--- src/rtl/vic_pkg.sv ---
// Shared constants and types for the vectored interrupt controller
package vic_pkg;
	// Source count and rank width
	localparam int VIC_NUM_SRC = 17;
	localparam int VIC_RANK_W = 5;
	// Special-function addresses of the two registers
	localparam logic [7:0] VIC_ADDR_ENABLE = 8'h00_A8;
	localparam logic [7:0] VIC_ADDR_PRIORITY = 8'h00_B8;
	// Reset values
	localparam logic [7:0] VIC_ENABLE_RESET = 8'h00_00;
	localparam logic [7:0] VIC_PRIORITY_RESET = 8'h00_80;
	// Field positions
	localparam int VIC_GATE_BIT = 7;
	localparam int VIC_PRIO_UNUSED_BIT = 7;
	// Source ranks held in the two registers
	localparam int VIC_SRC_EXT_A = 0;
	localparam int VIC_SRC_TIMER0 = 1;
	localparam int VIC_SRC_EXT_B = 2;
	localparam int VIC_SRC_TIMER1 = 3;
	localparam int VIC_SRC_UART_A = 4;
	localparam int VIC_SRC_TIMER2 = 5;
	localparam int VIC_SRC_SPI = 6;
	localparam int VIC_NUM_LOCAL = 7;
	// Vector layout
	localparam logic [15:0] VIC_RESET_VECTOR = 16'h0000;
	localparam logic [15:0] VIC_VECTOR_BASE = 16'h0003;
	localparam int VIC_VECTOR_SHIFT = 3;
	// Timing of the response
	localparam int VIC_DETECT_CYCLES = 1;
	localparam int VIC_CALL_CYCLES = 5;
	localparam int VIC_MIN_RESPONSE = VIC_DETECT_CYCLES + VIC_CALL_CYCLES;

	// Special-function bus request
	typedef struct packed {
		logic wr;
		logic rd;
		logic [7:0] addr;
		logic [7:0] wdata;
	} vic_sfr_req_type;

	// Answer to the CPU
	typedef struct packed {
		logic req;
		logic high;
		logic [VIC_RANK_W-1:0] src;
		logic [15:0] vector;
	} vic_irq_type;

	// Service nesting state
	typedef enum logic [3:0] {
		SVC_IDLE = 4'b0001,
		SVC_LOW = 4'b0010,
		SVC_HIGH = 4'b0100,
		SVC_NESTED = 4'b1000
	} vic_svc_type;
endpackage : vic_pkg

--- src/rtl/vic_core.sv ---
// Vectored interrupt controller: masks, levels, arbitration and service tracking
`timescale 1ns/100ps
module vic_core
	import vic_pkg::*;
#(
	parameter int NUM_EXT_SRC = VIC_NUM_SRC - VIC_NUM_LOCAL
) (
	// Clock and reset
	input wire logic mclk_i,
	input wire logic rst_i,
	// Special-function register access
	input wire vic_sfr_req_type sfr_i,
	output logic [7:0] sfr_rdata_o,
	// Flag events from sources that this block holds
	input wire logic ext_irq_a_input_i,
	input wire logic ext_irq_b_input_i,
	input wire logic timer0_overflow_i,
	input wire logic timer1_overflow_i,
	// Software set and clear of held flags, order ext a, timer0, ext b, timer1
	input wire logic [3:0] flag_sw_set_i,
	input wire logic [3:0] flag_sw_clr_i,
	// Flags held inside their own peripherals
	input wire logic uart_a_pending_i,
	input wire logic timer2_high_overflow_flag_i,
	input wire logic timer2_low_overflow_flag_i,
	input wire logic spi_transfer_done_flag_i,
	input wire logic spi_write_collision_flag_i,
	input wire logic spi_mode_fault_flag_i,
	input wire logic spi_receive_overrun_flag_i,
	// Ranks 7 to 16: flags, enables and levels from outside
	input wire logic [NUM_EXT_SRC-1:0] ext_src_pending_i,
	input wire logic [NUM_EXT_SRC-1:0] ext_src_en_i,
	input wire logic [NUM_EXT_SRC-1:0] ext_src_level_i,
	// CPU handshake
	input wire logic irq_take_i,
	input wire logic irq_return_i,
	output vic_irq_type irq_o,
	// Held flag view, order ext a, timer0, ext b, timer1
	output logic [3:0] held_flags_o
);

	// Register storage
	// Enable register keeps all eight bits, gate on top
	logic [7:0] irq_enable_reg;
	// Priority register keeps only the seven used bits
	logic [6:0] irq_priority_reg;
	// Next values from the bus decode
	logic [7:0] next_irq_enable_reg;
	logic [6:0] next_irq_priority_reg;
	// Read data register and its next value
	logic [7:0] sfr_rdata;
	logic [7:0] next_sfr_rdata;

	// Held pending flags
	// One flop per flag, cleared by a take or by software
	logic ext_irq_a_pending;
	logic ext_irq_b_pending;
	logic timer0_overflow_flag;
	logic timer1_overflow_flag;
	// Next values in view order
	logic [3:0] next_held;

	// Arbitration
	// Per-rank flag, mask and level vectors
	logic [VIC_NUM_SRC-1:0] pending;
	logic [VIC_NUM_SRC-1:0] enabled;
	logic [VIC_NUM_SRC-1:0] level;
	// Live requests split by level
	logic [VIC_NUM_SRC-1:0] req_high;
	logic [VIC_NUM_SRC-1:0] req_low;
	// Registered answer and its next value
	vic_irq_type irq;
	vic_irq_type next_irq;

	// Service nesting
	// Current and next nesting state
	vic_svc_type svc_state;
	vic_svc_type next_svc_state;

	// Vector address of a rank
	function automatic logic [15:0] vector_of(input logic [VIC_RANK_W-1:0] rank);
		logic [15:0] wide;
		// Widen the rank before the shift so no bit is lost
		wide = {11'h000, rank};
		// Base plus eight bytes per rank
		return VIC_VECTOR_BASE + (wide << VIC_VECTOR_SHIFT);
	endfunction : vector_of

	// Lowest set rank of a request vector
	function automatic logic [VIC_RANK_W-1:0] lowest_rank(input logic [VIC_NUM_SRC-1:0] v);
		logic [VIC_RANK_W-1:0] r;
		r = '0;
		// Scan from the top so the lowest rank lands last
		for (int i = VIC_NUM_SRC - 1; i >= 0; i--) begin
			if (v[i]) begin
				r = VIC_RANK_W'(i);
			end
		end
		return r;
	endfunction : lowest_rank

	// Register writes and read data
	always_comb begin
		next_irq_enable_reg = irq_enable_reg;
		next_irq_priority_reg = irq_priority_reg;
		next_sfr_rdata = sfr_rdata;
		// Enable register takes the whole byte
		if (sfr_i.wr && sfr_i.addr == VIC_ADDR_ENABLE) begin
			next_irq_enable_reg = sfr_i.wdata;
		end
		if (sfr_i.wr && sfr_i.addr == VIC_ADDR_PRIORITY) begin
			// Top bit is not stored
			next_irq_priority_reg = sfr_i.wdata[6:0];
		end
		// Reads capture the old value, even beside a write
		if (sfr_i.rd) begin
			case (sfr_i.addr)
				VIC_ADDR_ENABLE: begin
					next_sfr_rdata = irq_enable_reg;
				end
				VIC_ADDR_PRIORITY: begin
					next_sfr_rdata = {1'b1, irq_priority_reg};
				end
				default: begin
					// Unmapped addresses read as zero
					next_sfr_rdata = 8'h00;
				end
			endcase
		end
	end

	// Register flops
	always_ff @(posedge mclk_i) begin
		// Reset masks every source and puts the seven local ranks at the low level
		if (rst_i) begin
			irq_enable_reg <= VIC_ENABLE_RESET;
			irq_priority_reg <= VIC_PRIORITY_RESET[6:0];
			sfr_rdata <= 8'h00;
		end else begin
			irq_enable_reg <= next_irq_enable_reg;
			irq_priority_reg <= next_irq_priority_reg;
			sfr_rdata <= next_sfr_rdata;
		end
	end

	// Held flags: events and software set win over any clear
	always_comb begin
		logic [3:0] cur;
		logic [3:0] set;
		logic [3:0] clr;
		// Current flags in view order
		cur = {timer1_overflow_flag, ext_irq_b_pending, timer0_overflow_flag,
			ext_irq_a_pending};
		// Source events set regardless of enable
		set = {timer1_overflow_i, ext_irq_b_input_i, timer0_overflow_i,
			ext_irq_a_input_i} | flag_sw_set_i;
		// Software clear pulses
		clr = flag_sw_clr_i;
		// Hardware clear when the CPU takes one of these vectors
		if (irq_take_i && irq.req && irq.src < VIC_RANK_W'(4)) begin
			clr[irq.src[1:0]] = 1'b1;
		end
		// Clear first, then set, so a same-cycle event is kept
		next_held = (cur & ~clr) | set;
	end

	// Held flag flops
	always_ff @(posedge mclk_i) begin
		// Flags drop on reset
		if (rst_i) begin
			ext_irq_a_pending <= 1'b0;
			timer0_overflow_flag <= 1'b0;
			ext_irq_b_pending <= 1'b0;
			timer1_overflow_flag <= 1'b0;
		end else begin
			ext_irq_a_pending <= next_held[0];
			timer0_overflow_flag <= next_held[1];
			ext_irq_b_pending <= next_held[2];
			timer1_overflow_flag <= next_held[3];
		end
	end

	// Gather flags, masks and levels by rank
	always_comb begin
		pending = '0;
		// Locally held flags by rank
		pending[VIC_SRC_EXT_A] = ext_irq_a_pending;
		pending[VIC_SRC_TIMER0] = timer0_overflow_flag;
		pending[VIC_SRC_EXT_B] = ext_irq_b_pending;
		pending[VIC_SRC_TIMER1] = timer1_overflow_flag;
		// Peripheral flags taken as levels
		pending[VIC_SRC_UART_A] = uart_a_pending_i;
		pending[VIC_SRC_TIMER2] = timer2_high_overflow_flag_i
			| timer2_low_overflow_flag_i;
		pending[VIC_SRC_SPI] = spi_transfer_done_flag_i | spi_write_collision_flag_i
			| spi_mode_fault_flag_i | spi_receive_overrun_flag_i;
		// Ranks 7 and up come from outside
		pending[VIC_NUM_SRC-1:VIC_NUM_LOCAL] = ext_src_pending_i;
		// Enable bits in source order, gated globally
		enabled = {ext_src_en_i, irq_enable_reg[VIC_NUM_LOCAL-1:0]};
		if (!irq_enable_reg[VIC_GATE_BIT]) begin
			enabled = '0;
		end
		// Levels in source order
		level = {ext_src_level_i, irq_priority_reg};
		// Split the live requests by level
		req_high = pending & enabled & level;
		req_low = pending & enabled & ~level;
	end

	// Priority decode each cycle, honouring the nesting state
	always_comb begin
		// Nothing requested by default
		next_irq = '0;
		// Vector rests at the reset address while idle
		next_irq.vector = VIC_RESET_VECTOR;
		if (|req_high && (svc_state == SVC_IDLE || svc_state == SVC_LOW)) begin
			// High level may preempt a running low routine
			next_irq.req = 1'b1;
			next_irq.high = 1'b1;
			next_irq.src = lowest_rank(req_high);
			next_irq.vector = vector_of(lowest_rank(req_high));
		end else if (|req_low && svc_state == SVC_IDLE) begin
			// Low level waits for any running routine
			next_irq.req = 1'b1;
			next_irq.src = lowest_rank(req_low);
			next_irq.vector = vector_of(lowest_rank(req_low));
		end
		// A taken request is withdrawn for one cycle
		if (irq_take_i && irq.req) begin
			next_irq = '0;
			next_irq.vector = VIC_RESET_VECTOR;
		end
	end

	// Service nesting transitions
	always_comb begin
		next_svc_state = svc_state;
		case (svc_state)
			SVC_IDLE: begin
				// First take opens a routine at its level
				if (irq_take_i && irq.req) begin
					next_svc_state = irq.high ? SVC_HIGH : SVC_LOW;
				end
			end
			SVC_LOW: begin
				// A high take nests, a return closes
				if (irq_take_i && irq.req) begin
					next_svc_state = SVC_NESTED;
				end else if (irq_return_i) begin
					next_svc_state = SVC_IDLE;
				end
			end
			SVC_HIGH: begin
				// Nothing preempts a high routine
				if (irq_return_i) begin
					next_svc_state = SVC_IDLE;
				end
			end
			SVC_NESTED: begin
				// Return drops back to the low routine
				if (irq_return_i) begin
					next_svc_state = SVC_LOW;
				end
			end
			default: begin
				// Recover from an illegal code
				next_svc_state = SVC_IDLE;
			end
		endcase
	end

	// Decode and nesting flops; one cycle of detection
	always_ff @(posedge mclk_i) begin
		// Answer and nesting clear on reset
		if (rst_i) begin
			irq <= '0;
			svc_state <= SVC_IDLE;
		end else begin
			irq <= next_irq;
			svc_state <= next_svc_state;
		end
	end

	// Outputs
	assign irq_o = irq;
	assign sfr_rdata_o = sfr_rdata;
	// Held flags in software order
	assign held_flags_o = {timer1_overflow_flag, ext_irq_b_pending, timer0_overflow_flag,
		ext_irq_a_pending};

endmodule : vic_core

--- config.mk ---
export PLATFORM = sky130hd
export DESIGN_NAME = vic_core
export DESIGN_NICKNAME = d
export VERILOG_FILES = /design/src/rtl/vic_pkg.sv /design/src/rtl/vic_core.sv
export SDC_FILE = /design/constraint.sdc
export NUM_CORES = 1
export LEC_CHECK = 0
export BUFFER_PORTS_ARGS = -buffer_cell sky130_fd_sc_hd__buf_2
export CORE_ASPECT_RATIO = 0.7
export CORE_MARGIN = 5
export CORE_UTILIZATION = 25
export CTS_BUF_LIST = sky130_fd_sc_hd__clkbuf_4
export CTS_CLUSTER_DIAMETER = 60
export DETAILED_ROUTE_END_ITERATION = 6
export PLACE_DENSITY_LB_ADDON = 0.12
export SLEW_MARGIN = 40
export SYNTH_ARGS = -nofsm -noshare
export SYNTH_HDL_FRONTEND = slang
export SYNTH_SLANG_ARGS = --single-unit
--- constraint.sdc ---
create_clock -name mclk_i -period 3.15 [get_ports mclk_i]
set_clock_uncertainty 0.2 [all_clocks]
set_input_delay 0.63 -clock mclk_i [delete_from_list [all_inputs] [get_ports mclk_i]]
set_output_delay 0.63 -clock mclk_i [all_outputs]
set_load 0.02 [all_outputs]
==> results.toml <==
[route]
drtPass1Iterations = 4
vias_per_cell = 4.86
wl_per_cell_um = 14.6
ant_nets = 0
drc = 0
via_count = 2507
drt_iter0_markers = 88
drt-total-wl_um = 7510

[yosys]
async_flop_share_pct = 0
synth-edff-count = 0
ys_seq_elements = 38
yosys_warnings = 0
ys_types = 55
netlist_area_um2 = 2520
synth_flop_cell = "dfxtp_1"
syn_area_per_cell_um2 = 8.27
ys_seq_area_share_pct = 30.2
synthCells = 305

[power]
switching_share_pct = 27.8
cellPowerDensity_nw_per_um2 = 279
power_frac_clock_pct = 30.3
vdd_drop_max_mv = 0.112
power.switching_w = 0.000236
internal_power_w = 0.000612
seqPwrFrac_pct = 57.8
p_comb_share_pct = 11.9
total_leakage_power_nw = 1.45

[clocking]
cts_made_buffers = 5
postCtsHoldBufs = 0
cts.htree.levels = 2
cts_setup_buffers = 0
clock_latency_ns = 0.34
post_cts_resized = 0
clock_path_buffers = 2
cts_tree = "done"
path_clk_slew_ns = 0.12
cts-root-buf = "clkbuf_4"
numClockSinks = 38

[floorplanning]
die_w_um = 130
die_h_um = 94.0
fp-row-count = 30
io_pins = 106
start_util_pct = 25.8
die_area_um2 = 12200
design.core.area_um2 = 9760

[grt]
grt_first_pass_wirelength_um = 11800
antenna_found_initial = 0
grtUsageTotal_pct = 12.0
first_global_vias = 2372
grt_overflow = 0
grt_max_degree = 32

[setup_path]
r2r-start = "irq_enable_reg[7]"
worstPathRequired_ns = 3.22
max_stage_delay_ns = 0.59
reg2reg_depth = 7
critPathArrivalTime_ns = 2.61
reg2reg_slack_ns = 0.61
path_cells = "buf_4 > and4b_1 > o21ba_2 > o211ai_1 > o31ai_1 > or4b_1 > a21oi_1"
crit_slowest_cell = "dfxtp_1"
critPathCaptureType = "flip-flop"
crit_type = "reg2reg"
crit_path_max_fanout = 13
worstReg2RegEnd = "irq_o[17]"
start_kind = "flip-flop"

[timing]
worst_pin_slew_ns = 0.683
relSlewSlack_pct = 54.1
setup_viol = 0
fin_crit_ns = 2.54
grt_setup_unrepaired = "false"
fin_ws_ns = 0.611
fin_crit_sh_pct = 80.6
final_max_slew_viol_count = 0
setup_tns_ns = 0
max_freq_mhz = 394
timing_hold_violations_final = 0

[hold_path]
hold_end = "sfr_rdata_o[1]"
hold_depth = 2
hp-start = "sfr_rdata_o[1]"
min_path_type = "reg2reg"

[place]
dpl.hpwl_um = 6200
port_buffers = 96
pre_cts_ws_ns = 0.329
place_congestion = 0.822

[cells_and_area]
fin_nets = 458
final_core_util_pct = 31.1
area_growth_pct = 20.5
final_cell_mix = "96 x buf_2, 38 x dfxtp_1, 36 x nor2_1"
drive_gt1_share_pct = 33.2
final_common_cell = "buf_2"
fillCellCount = 1067
n_antenna_cell = 0

[job]
cap_viol_max_count = 0

[status]
outcome = "complete, no violations"
[power groups by stage]
| stage | logic [W] | clock network (W) | registers, W |
|---|---|---|---|
| detailed placement | 0.000101 | 0 | 0.000501 |
| finish | 0.000100 | 0.000257 | 0.000490 |
| global route | 0.000112 | 0.000292 | 0.000491 |
| global placement | 0.0000997 | 0 | 0.000500 |
| CTS | 0.000101 | 0.000272 | 0.000490 |
| floorplan | 0.0000520 | 0 | 0.000499 |
[metal layers]
layer | global-route usage (%) | up-vias | share of wire, %
li1 | - | 1279 | -
met1 | 18.8 | 1135 | 53
met2 | 16.0 | 91 | 38
met3 | 3.07 | 2 | 8.6
met4 | 2.77 | 0 | 0.53
met5 | 0 | - | 0
[worst max path at each step]
| stage | startpoint | end | cells past startpoint |
|---|---|---|---|
| after floorplan | spi_write_collision_flag_i | irq_o[17] | 6 |
| after detailed placement | spi_write_collision_flag_i | irq_o[17] | 7 |
| after CTS | irq_enable_reg[7] | irq_o[17] | 7 |
| after global routing | irq_enable_reg[7] | irq_o[17] | 7 |
| final | irq_enable_reg[7] | irq_o[17] | 7 |
| after global placement | spi_write_collision_flag_i | irq_o[17] | 7 |
[metrics by stage]
stage	hold WS, ns	std cells	total power (W)	area (um2)
CTS	0.282	516	0.000864	3040
global route	0.299	516	0.000895	3040
detailed placement	0.264	508	0.000601	2990
finish	0.274	516	0.000848	3040
floorplan	0.295	313	0.000551	2550
global placement	0.259	508	0.000600	2990
[synth_stat cells (all sizes together), types with 9 or more instances]
cell | number | area share [%]
nand4 | 18 | 6.1
o21ai | 9 | 1.8
nor2 | 36 | 5.4
nand3 | 22 | 4.6
nor3 | 11 | 3.1
clkbuf | 9 | 1.3
nand2 | 13 | 2.0
a21oi | 21 | 4.2
mux2i | 17 | 6.7
buf | 24 | 8.0
dfxtp | 38 | 30
nand2b | 15 | 3.8
[layout make-up]
class                      count  area (um2)  area share [%]
clock inverter                 3        16.3           0.535
inverter                       5        18.8           0.618
timing repair buffer         100         510            16.8
clock buffer                   5        37.5            1.24
tap                          128         160            5.27
multi-input combinational    237        1540            50.5
sequential                    38         761            25.0
[logic make-up after synthesis]
group           count (synthesis)  share of synthesized area [%]
buf+inv                        38                           10.1
mux                            24                           9.88
compound gates                 61                           15.4
simple gates                  141                           33.5
other cells                     1                          0.149
flops                          38                           30.2
xor+xnor                        2                          0.695
[critical path, delay by kind of cell (launching register included)]
family | cells | cell delay (ns)
buf+inv | 1 | 0.28
flops | 1 | 0.59
compound gates | 4 | 0.60
simple gates | 2 | 0.80
Power figures use the tool's default switching activity.
